===== src/logic/line_ctrl_pkg.sv =====
// constants shared by the line transceiver controller
// assumes a 100 MHz mclk and a transceiver driven through its logic pins
package line_ctrl_pkg;

  // ---------------------------------------------------------------
  // output configuration codes
  // ---------------------------------------------------------------
  localparam logic [1:0] CFG_SUPPLY_SIDE = 2'h0;
  localparam logic [1:0] CFG_GROUND_SIDE = 2'h1;
  localparam logic [1:0] CFG_PUSH_PULL   = 2'h2;

  // ---------------------------------------------------------------
  // register offsets
  // ---------------------------------------------------------------
  localparam logic [3:0] ADDR_CTRL   = 4'h0;
  localparam logic [3:0] ADDR_STATUS = 4'h1;
  localparam logic [3:0] ADDR_IDENT  = 4'h2;

  // ---------------------------------------------------------------
  // control and status register fields
  // ---------------------------------------------------------------
  localparam int CTRL_DRIVE_BIT  = 0;
  localparam int CTRL_ENABLE_BIT = 1;
  localparam int CTRL_CFG_LSB    = 2;
  localparam int CTRL_PHASE_BIT  = 4;
  localparam int STAT_FAULT_BIT  = 0;
  localparam int STAT_RECV_BIT   = 1;
  localparam int STAT_BUSY_BIT   = 2;
  localparam int STAT_LOAD_BIT   = 3;
  localparam int STAT_VALID_BIT  = 4;

  // ---------------------------------------------------------------
  // reset values
  // ---------------------------------------------------------------
  localparam logic [7:0] CTRL_RESET = 8'h00;

  // ---------------------------------------------------------------
  // timing
  // ---------------------------------------------------------------
  localparam int CLK_MHZ         = 100;
  localparam int SETTLE_NS       = 2000;
  localparam int SETTLE_CYCLES   = (SETTLE_NS * CLK_MHZ + 999) / 1000;
  localparam int CNT_W           = 12;

  typedef enum logic [3:0] {
    ID_IDLE   = 4'h1,
    ID_FORCE  = 4'h2,
    ID_SETTLE = 4'h4,
    ID_SAMPLE = 4'h8
  } ident_state_t;

endpackage


===== src/logic/line_ctrl.sv =====
// controller for a 24 V line transceiver, driven through its logic pins
// assumes the transceiver pins are synchronous to mclk and pulled up externally
`timescale 1ns/1ps
`default_nettype none

module line_ctrl (
  input  wire logic       mclk,
  input  wire logic       sys_rst,
  input  wire logic [3:0] addr,
  input  wire logic [7:0] wdata,
  input  wire logic       wr_stb,
  input  wire logic       rd_stb,
  output logic      [7:0] rdata,
  output logic            primary_drive_input,
  output logic            secondary_drive_input,
  input  wire logic       enable_fault_pin_in,
  output logic            enable_fault_pin_out,
  output logic            enable_fault_pin_oe,
  input  wire logic       receiver_in
);

  // ---------------------------------------------------------------
  // state
  // ---------------------------------------------------------------
  logic [7:0]                 ctrl_reg,  ctrl_next;
  logic [7:0]                 rdata_reg, rdata_next;
  logic                       prim_reg,  prim_next;
  logic                       sec_reg,   sec_next;
  logic                       en_reg,    en_next;
  logic                       oe_reg,    oe_next;
  logic                       load_reg,  load_next;
  logic                       valid_reg, valid_next;
  line_ctrl_pkg::ident_state_t id_reg,   id_next;
  logic [line_ctrl_pkg::CNT_W-1:0] cnt_reg, cnt_next;

  logic [1:0] cfg;
  logic       drive;
  logic       phase;
  logic       fault;

  assign cfg   = ctrl_reg[line_ctrl_pkg::CTRL_CFG_LSB +: 2];
  assign drive = ctrl_reg[line_ctrl_pkg::CTRL_DRIVE_BIT];
  assign phase = ctrl_reg[line_ctrl_pkg::CTRL_PHASE_BIT];
  // enable driven high yet pin reads low: device open drain active
  assign fault = en_reg & ~enable_fault_pin_in;

  // ---------------------------------------------------------------
  // register access and pin mapping
  // ---------------------------------------------------------------
  always_comb begin
    ctrl_next  = ctrl_reg;
    rdata_next = 8'h00;
    if (wr_stb && addr == line_ctrl_pkg::ADDR_CTRL) begin
      ctrl_next = wdata;
    end
    if (rd_stb) begin
      case (addr)
        line_ctrl_pkg::ADDR_CTRL: begin
          rdata_next = ctrl_reg;
        end
        line_ctrl_pkg::ADDR_STATUS: begin
          rdata_next[line_ctrl_pkg::STAT_FAULT_BIT] = fault;
          rdata_next[line_ctrl_pkg::STAT_RECV_BIT]  = receiver_in;
          rdata_next[line_ctrl_pkg::STAT_BUSY_BIT]  = (id_reg != line_ctrl_pkg::ID_IDLE);
          rdata_next[line_ctrl_pkg::STAT_LOAD_BIT]  = load_reg;
          rdata_next[line_ctrl_pkg::STAT_VALID_BIT] = valid_reg;
        end
        default: begin
          rdata_next = 8'h00;
        end
      endcase
    end
  end

  always_comb begin
    id_next    = id_reg;
    cnt_next   = cnt_reg;
    load_next  = load_reg;
    valid_next = valid_reg;
    en_next    = ctrl_reg[line_ctrl_pkg::CTRL_ENABLE_BIT];
    if (cfg == line_ctrl_pkg::CFG_PUSH_PULL) begin
      // push-pull: primary static as phase, drive on secondary
      prim_next = phase;
      sec_next  = drive;
    end else begin
      // single-switch configs: drive on primary, no delay added
      prim_next = drive;
      sec_next  = phase;
    end
    case (id_reg)
      line_ctrl_pkg::ID_IDLE: begin
        if (wr_stb && addr == line_ctrl_pkg::ADDR_IDENT) begin
          id_next    = line_ctrl_pkg::ID_FORCE;
          valid_next = 1'b0;
        end
      end
      line_ctrl_pkg::ID_FORCE: begin
        id_next  = line_ctrl_pkg::ID_SETTLE;
        cnt_next = line_ctrl_pkg::CNT_W'(line_ctrl_pkg::SETTLE_CYCLES - 1);
      end
      line_ctrl_pkg::ID_SETTLE: begin
        if (cnt_reg == '0) begin
          id_next = line_ctrl_pkg::ID_SAMPLE;
        end else begin
          cnt_next = cnt_reg - 1'b1;
        end
      end
      line_ctrl_pkg::ID_SAMPLE: begin
        // receiver equals primary low: supply-side load
        load_next  = receiver_in;
        valid_next = 1'b1;
        id_next    = line_ctrl_pkg::ID_IDLE;
      end
      default: begin
        id_next = line_ctrl_pkg::ID_IDLE;
      end
    endcase
    if (id_reg != line_ctrl_pkg::ID_IDLE) begin
      // identification: enable forced low, primary held low
      en_next   = 1'b0;
      prim_next = 1'b0;
    end
    // open-drain style: drive only while enable is asserted low
    oe_next = ~en_next;
  end

  always_ff @(posedge mclk) begin
    if (sys_rst) begin
      ctrl_reg  <= line_ctrl_pkg::CTRL_RESET;
      rdata_reg <= 8'h00;
      prim_reg  <= 1'b0;
      sec_reg   <= 1'b0;
      en_reg    <= 1'b0;
      oe_reg    <= 1'b1;
      load_reg  <= 1'b0;
      valid_reg <= 1'b0;
      id_reg    <= line_ctrl_pkg::ID_IDLE;
      cnt_reg   <= '0;
    end else begin
      ctrl_reg  <= ctrl_next;
      rdata_reg <= rdata_next;
      prim_reg  <= prim_next;
      sec_reg   <= sec_next;
      en_reg    <= en_next;
      oe_reg    <= oe_next;
      load_reg  <= load_next;
      valid_reg <= valid_next;
      id_reg    <= id_next;
      cnt_reg   <= cnt_next;
    end
  end

  assign rdata                 = rdata_reg;
  assign primary_drive_input   = prim_reg;
  assign secondary_drive_input = sec_reg;
  assign enable_fault_pin_out  = en_reg;
  assign enable_fault_pin_oe   = oe_reg;

endmodule

`default_nettype wire


===== config.mk =====
export PLATFORM = sky130hd
export DESIGN_NAME = line_ctrl
export DESIGN_NICKNAME = d
export VERILOG_FILES = /design/src/logic/line_ctrl_pkg.sv /design/src/logic/line_ctrl.sv
export SDC_FILE = /design/constraint.sdc
export NUM_CORES = 1
export LEC_CHECK = 0
export BUFFER_PORTS_ARGS = -buffer_cell sky130_fd_sc_hd__buf_4
export CORE_MARGIN = 10
export CORE_UTILIZATION = 58
export CTS_CLUSTER_DIAMETER = 80
export DETAILED_ROUTE_END_ITERATION = 12
export GPL_TIMING_DRIVEN = 0
export PLACE_DENSITY = 0.95
export SYNTH_ARGS = -nofsm -noshare
export SYNTH_HDL_FRONTEND = slang
export SYNTH_SLANG_ARGS = --single-unit
export TNS_END_PERCENT = 20

===== constraint.sdc =====
create_clock -name mclk -period 5.35 [get_ports mclk]
set_input_delay 0.8025 -clock mclk [delete_from_list [all_inputs] [get_ports mclk]]
set_output_delay 0.8025 -clock mclk [all_outputs]
set_load 0.005 [all_outputs]

Word-level counts from Yosys, hierarchy flattened --
Index checks and enable logic that the tools add are counted.
Cells by class: shifts and indexed selects 0, reductions and logical operators 12, divide/modulo/power cells 0, multiply operators 0, $add $sub $neg 1, $lt $le $gt $ge 0, mux-type cells 11, bitwise gates (word level) 5, eq/ne operators 11
Operators by type and width (count):
- $pmux W12 S2 | 1
- $logic_not A12 Y1 | 1
- $mux W12 | 1
- $pmux W4 S3 | 1
- $sub A12 B1 Y12 const B | 1
- $pmux W5 S2 | 1
- $eq A4 B1 Y1 const B | 2
- $eq A4 B2 Y1 const B | 2
- $mux W4 | 2
- $ne A2 B2 Y1 const B | 3
- $reduce_and A2 Y1 | 3
- $eq A4 B3 Y1 const B | 1
- $eq A4 B4 Y1 const B | 1
- $logic_not A4 Y1 | 1
- $mux W1 | 4
- $ne A4 B1 Y1 const B | 1
- $not A1 Y1 | 4
- $reduce_bool A2 Y1 | 2
- $reduce_or A2 Y1 | 2
- $reduce_or A3 Y1 | 1
- $eq A2 B2 Y1 const B | 1
- $logic_and A1 B1 Y1 | 2
- $pmux W1 S2 | 1
- $and A1 B1 Y1 | 1
Word-level totals: logic and storage cells 51, memories 0, RAM bits 0, input bits 18, flip-flop bits (word level) 38, latch bits 0, output and inout port bits 12, ROM bits 0

Logic depth before layout (Yosys ltp) --
Gate-level depths: netlist of run 1.
depth in word-level cells 4, mapped depth 6, gate-level depth less buffers 6

Worst setup path after synthesis of run 1 --
Ideal clock, no wire load.
path type input to register, start input port addr[0], end register ctrl_reg[0], cell stages on the path 5, buffers on the path 2, setup slack 3.307 ns, required time 5.222 ns, data arrival time 1.916 ns, library setup time 0.128 ns, path through clkbuf_1 > nor4bb_1 > clkbuf_1 > mux2i_1 > nor2_1
Between the ends: word-level cells in the longest chain between the ends 2
RTL lines:
- from (decl) | line line_ctrl.sv:9 | input wire logic [3:0] addr,
- $logic_not A4 Y1 | line line_ctrl.sv:53 | if (wr_stb && addr == line_ctrl_pkg::ADDR_CTRL) begin
- $logic_and A1 B1 Y1 | line line_ctrl.sv:53
- to (signal assigned) | line line_ctrl.sv:129 | ctrl_reg <= line_ctrl_pkg::CTRL_RESET;
- to (signal assigned) | line line_ctrl.sv:140 | ctrl_reg <= ctrl_next;
- to (decl) | line line_ctrl.sv:25 | logic [7:0] ctrl_reg, ctrl_next;
Every way passes these cells. A chain may end at the register's enable or synchronous reset.

Worst setup path after layout of run 1 --
start register id_reg[1], end register cnt_reg[10] (netlist bit)
Between the ends: word-level cells in the longest chain between the ends 3, elaborated cells between the ends (all ways) 6, classes of those cells eq/ne: 3; mux: 1; reduce/logical: 2
RTL lines:
- from (decl) | line line_ctrl.sv:33 | line_ctrl_pkg::ident_state_t id_reg, id_next;
- from (signal assigned) | line line_ctrl.sv:137 | id_reg <= line_ctrl_pkg::ID_IDLE;
- from (signal assigned) | line line_ctrl.sv:148 | id_reg <= id_next;
- $eq A4 B3 Y1 / $eq A4 B2 Y1 (equally long branches) | line line_ctrl.sv:90 | case (id_reg)
- $ne A2 B2 Y1 (no source line) / $reduce_bool A2 Y1 (equally long branches)
- $reduce_and A2 Y1 (no source line)
- to (signal assigned) | line line_ctrl.sv:149 | cnt_reg <= cnt_next;
- to (decl) | line line_ctrl.sv:34 | logic [line_ctrl_pkg::CNT_W-1:0] cnt_reg, cnt_next;
Parallel ways exist; a longest one is shown, timed or not.

==> reports/results.tsv, run 1 <==
metric	value	unit
outcome	completed	
crit path time final	2089	ps
antenna-violating nets left	0	
Syn Inst Count	172	
post-synthesis async set-or-reset flop share	0	%
vias in the first global route	1338	
Slew HR	45.61	%
share of cells above drive strength 1	21.63	%
worst hold path class	reg -> reg	
RePlAce Congestion	0.8661	
DRT Pass-1 Iters	4	
final net count	227	
Most used DFF post-synth	dfxtp_1	
antenna violations before repair	0	
Crit Path Class	reg -> reg	
CTS clk-pin slew, worst paths	120	ps
met2 WL	1771	um
Worst setup EP type	register	
Max FO, Critical Path	7	
Vias	1374	
#FFs+latches synth	38	
CTS tree	yes	
final setup violation count	0	
Slew Limit Fails	0	
Die Width	73.10	um
post-synth top area cell	dfxtp_1	
clock root cell	clkbuf_4	
max reg flops	12	
Post-synth EDFFs	0	
Core Area	0.002734	sq mm
DP Wirelength	2786	um
CTS resizes	0	
total CTS buffers	5	
Starting DRT DRC Count	56	
GRT Util Overall	13.69	%
antenna cells	0	
Hold-fix buffers, CTS	0	
DR WL/cell	15.22	um
crit path DAT	2370	ps
setup tns final	0	ps
VDD IR max	0.2409	mV
DR top layer	met4	
die height	73.10	um
first-pass GRT wire length	5892	um
synth warn	0	
Final Util	72.81	%
Fmax achieved	0.4787	GHz
wire length on met3	278	um
largest net degree at the start of global routing	14	
GRT overflow	0	
Clock Latency Late Sink	340	ps
post-synth top area share	46.52	%
Leak	0.7454	nW
M1 WL	1538	um
RSZ-0062 raised after global routing	no	
setup repair bufs after CTS	0	
vias per std cell	5.749	
DRC Markers	0	
Mapped Area	0.001635	sq mm
row cnt	19	
max-cap violations	0	
Syn Nets	192	
final WL	3638	um
Port-buffer cells	28	
I/O pin cnt	30	
Slew @ Worst Pin	804.6	ps
Final Skew	10.79	ps
Total Die Area	0.005344	sq mm
synth-to-layout area growth	21.73	%
Avg Cell Area, Syn	9.508	sq um
clk buf depth	2	
period utilization	39.05	%
clk sinks	38	
pwr/cell area	277.2	mW/mm^2
most area-consuming cells after synthesis	dfxtp_1, mux2i_1, nor2_1, a21oi_1, or3_1	
H-tree Lvls	2	
Yosys cell types	43	
Hold Violations, Final	0	
WP data required	5630	ps
Initial Utilization	59.82	%
crit path launch type	register	
register area share after synthesis	46.52	%
## metrics by stage
stage | worst slack, ps | std cells | hold WS [ps] | area [sq um] | power [W]
floorplan | 3307 | 172 | 389.0 | 1635 | 0.0003016
detailed placement | 3041 | 231 | 415.4 | 1884 | 0.0003147
global placement | 3120 | 231 | 412.5 | 1884 | 0.0003141
finish | 3261 | 239 | 448.0 | 1991 | 0.0005517
CTS | 3273 | 239 | 447.1 | 1991 | 0.0005566
global route | 3169 | 239 | 481.5 | 1991 | 0.0005688
## cell usage after synthesis, drive strengths merged, types with 3 or more instances
library cell	n
a211oi	4
nand2	7
nor2	22
mux2i	12
or3	7
o21ai	7
nor3	5
and2	3
inv	5
a21oi	13
clkbuf	6
nand2b	3
o41ai	3
dfxtp	38
nor4b	3
## per-layer routing
metal | vias up | GRT usage (%)
met1 | 629 | 14.21
met3 | 6 | 5.442
met4 | 0 | 5.907
li1 | 700 | -
met5 | - | 0
met2 | 39 | 23.69
## power by group
part	total (W)	switching (W)	internal, W	leakage (nW)
sequential	0.000285	0.00000119	0.000284	0.306
combinational	0.0000229	0.0000104	0.0000125	0.384
clock	0.000244	0.0000973	0.000146	0.0554
## final timing paths
kind	startpoint	cells after the start	endpoint	slack [ps]
setup / recovery	id_reg[1]	4	cnt_reg[10]	3260
hold reg to reg	ctrl_reg[1]	1	enable_fault_pin_oe	450
setup reg to reg	id_reg[1]	4	cnt_reg[10]	3260
hold / removal	ctrl_reg[1]	1	enable_fault_pin_oe	450
## cells by family after synthesis
| kind of cell | after synthesis | share of synthesized area [%] |
|---|---|---|
| and+or+nand+nor | 69 | 24.94 |
| muxes | 12 | 7.345 |
| adders and majority gates | 2 | 1.530 |
| DFF | 38 | 46.52 |
| AOI/OAI and AO/OA | 38 | 16.53 |
| buffers and inverters | 13 | 3.137 |
## worst max-delay path: stages, from the launching register on
cell	delay [ps]
dfxtp_1	490
nor4b_2	650
nor3_1	190
or4b_1	550
a21oi_1	140
## cell type report
type	count	area (sq um)
buffer	8	32.53
clock buffer	5	37.54
clock inverter	3	68.82
fill	208	743.2
inverter	5	18.77
multi-input combinational	121	823.3
sequential	38	760.7
tap	31	38.79
timing repair buffer	28	210.2
## placed cells by master (no fill, tap or decap), types with 6 or more instances in the layout
master,instances
nand2_1,7
mux2i_1,12
buf_4,28
clkbuf_1,6
a21oi_1,13
or3_1,7
nor2_1,22
dfxtp_1,38
o21ai_0,7
No activity file was read; power rests on OpenSTA's default activity.
==> inputs of run 2 (changes only) <==
CORE_UTILIZATION = 49   (was 58)
PLACE_DENSITY = 0.86   (was 0.95)
clock period = 1.7 ns   (was 5.35 ns; I/O delays follow)
==> reports/results.tsv, run 2 (same netlist as run 1, synthesis figures left out) <==
metric	value	unit
outcome	finished, violations left	
failing checks	setup timing	
Total Die Area	0.006048	sq mm
DRT Pass-1 Iters	4	
Pint	0.001271	W
DRC Markers	0	
GRT overflow	0	
clk sinks	38	
DR top layer	met4	
M1 WL	1740	um
Final Skew	10.58	ps
Starting DRT DRC Count	81	
commonest non-fill, non-tap cell in the layout	buf_4	
Max FO, Critical Path	5	
pwr/cell area	727.8	mW/mm^2
crit path from	cnt_reg[1]	
final net count	238	
max reg flops	12	
Slew HR	61.78	%
antenna-violating nets left	0	
synth-to-layout area growth	34.81	%
Initial Utilization	52.28	%
crit path time final	1892	ps
first-pass GRT wire length	6962	um
wire length on met3	260	um
Top delay family on crit path	compound AO/OA/AOI/OAI gates	
H-tree Lvls	2	
Tot Pwr	0.001605	W
max-cap violations	0	
Worst setup EP type	register	
Vias	1490	
VDD IR max	0.5784	mV
crit path buf inv count	1	
Seq pwr share	55.7	%
Placed Cells incl. Taps	244	
CTS tree	yes	
Comb pwr share	4.7	%
Hold Violations, Final	0	
sequence of cells on the critical path	inv_4, ha_4, or4b_4, o31a_1, o211ai_1, a21oi_1	
sw frac	20.77	%
reg2reg start	cnt_reg[1]	
slowest stage cell, crit path	or4b_4	
power share of the clock group	39.7	%
Slew Limit Fails	0	
Final WS setup	-191.7	ps
CP max stage delay	520	ps
Core Area	0.003128	sq mm
die height	77.77	um
hold_sp	wdata[1]	
Port-buffer cells	28	
total CTS buffers	5	
CTS clk-pin slew, worst paths	110	ps
DP Wirelength	2689	um
antenna violations before repair	0	
clk buf depth	2	
met2 WL	2190	um
vias per std cell	5.687	
Hold-fix buffers, CTS	0	
WP data required	1930	ps
RePlAce Congestion	0.8161	
share of cells above drive strength 1	34.40	%
NetSw	0.0003333	W
Non-Filler Instances	262	
row cnt	20	
period utilization	111.3	%
RSZ-0062 raised after global routing	yes	
most frequent cells in the layout	buf_4, dfxtp_1, nor2_1, mux2i_1, a21oi_1	
I/O pin cnt	30	
Crit Path Class	reg -> reg	
vias in the first global route	1512	
GRT Util Overall	13.97	%
final WL	4325	um
Clock Latency Late Sink	350	ps
clock root cell	clkbuf_4	
crit path launch type	register	
Worst R2R Setup Slack	-190	ps
Leak	0.8241	nW
Fmax achieved	0.5286	GHz
largest net degree at the start of global routing	12	
Die Width	77.77	um
antenna cells	0	
crit path DAT	2120	ps
final setup violation count	13	
DR WL/cell	16.51	um
Slew @ Worst Pin	573.3	ps
worst hold path class	in -> reg	
==> run 2: cell count changes in the layout (fill, tap and decap cells not counted), moves of 3 or more <==
cell and change:
buf_4 +10, dfxtp_1 -6, nor3_1 -4, nor3_2 +4
dfxtp_2 +3, dfxtp_4 +3
==> run 2: cell type report <==
type | count | area [sq um]
Clock inverter | 1 | 30.03
Inverter | 5 | 23.77
Clock buffer | 6 | 51.30
Timing Repair Buffer | 39 | 296.5
Tap cell | 44 | 55.05
Sequential cell | 38 | 775.7
Multi-Input combinational cell | 121 | 930.9
Fill cell | 217 | 923.4
Buffer | 8 | 41.29
==> run 2: final timing paths <==
check,to,depth (start not counted)
worst max-delay path,cnt_reg[7],6
worst min-delay path,ctrl_reg[1],3
worst max register to register,cnt_reg[7],6
worst min register to register,enable_fault_pin_oe,1
==> run 2: metrics by stage <==
step	util, %	hold WS (ps)	TNS, ps	worst slack (ps)	instance area (sq um)
4_1_cts	68.80	140.9	-961.9	-145.3	2152
3_3_place_gp	61.08	410.7	-1582	-263.9	1911
3_5_place_dp	61.08	408.7	-2135	-324.7	1911
5_1_grt	70.48	141.8	-2663	-277.8	2205
6_report	70.48	143.6	-1451	-191.7	2205
2_1_floorplan	-	372.4	-263.0	-52.89	1645
==> run 2: repair_timing <==
action	in CTS	in global routing
setup buffers	9	2
resized for setup	28	9
setup endpoints to repair	15	14
pin swaps	13	5
==> run 2: power by group through the flow <==
stage	clock, W	sequential, W	combinational (W)
2_1_floorplan	0	0.000917	0.0000321
3_3_place_gp	0	0.000918	0.0000706
3_5_place_dp	0	0.000918	0.0000719
4_1_cts	0.000643	0.000893	0.0000730
5_1_grt	0.000684	0.000894	0.0000809
6_report	0.000637	0.000893	0.0000747
==> run 2: worst min-delay path: stages <==
cell and delay [ps]:
buf_4 80, mux2i_1 50, nor2_1 70
==> run 2: layer usage <==
metal / vias to the layer above / GRT usage [%]
li1: 719 / -
met1: 702 / 15.23
met2: 53 / 23.47
met3: 16 / 3.917
met4: 0 / 8.577
met5: - / 0
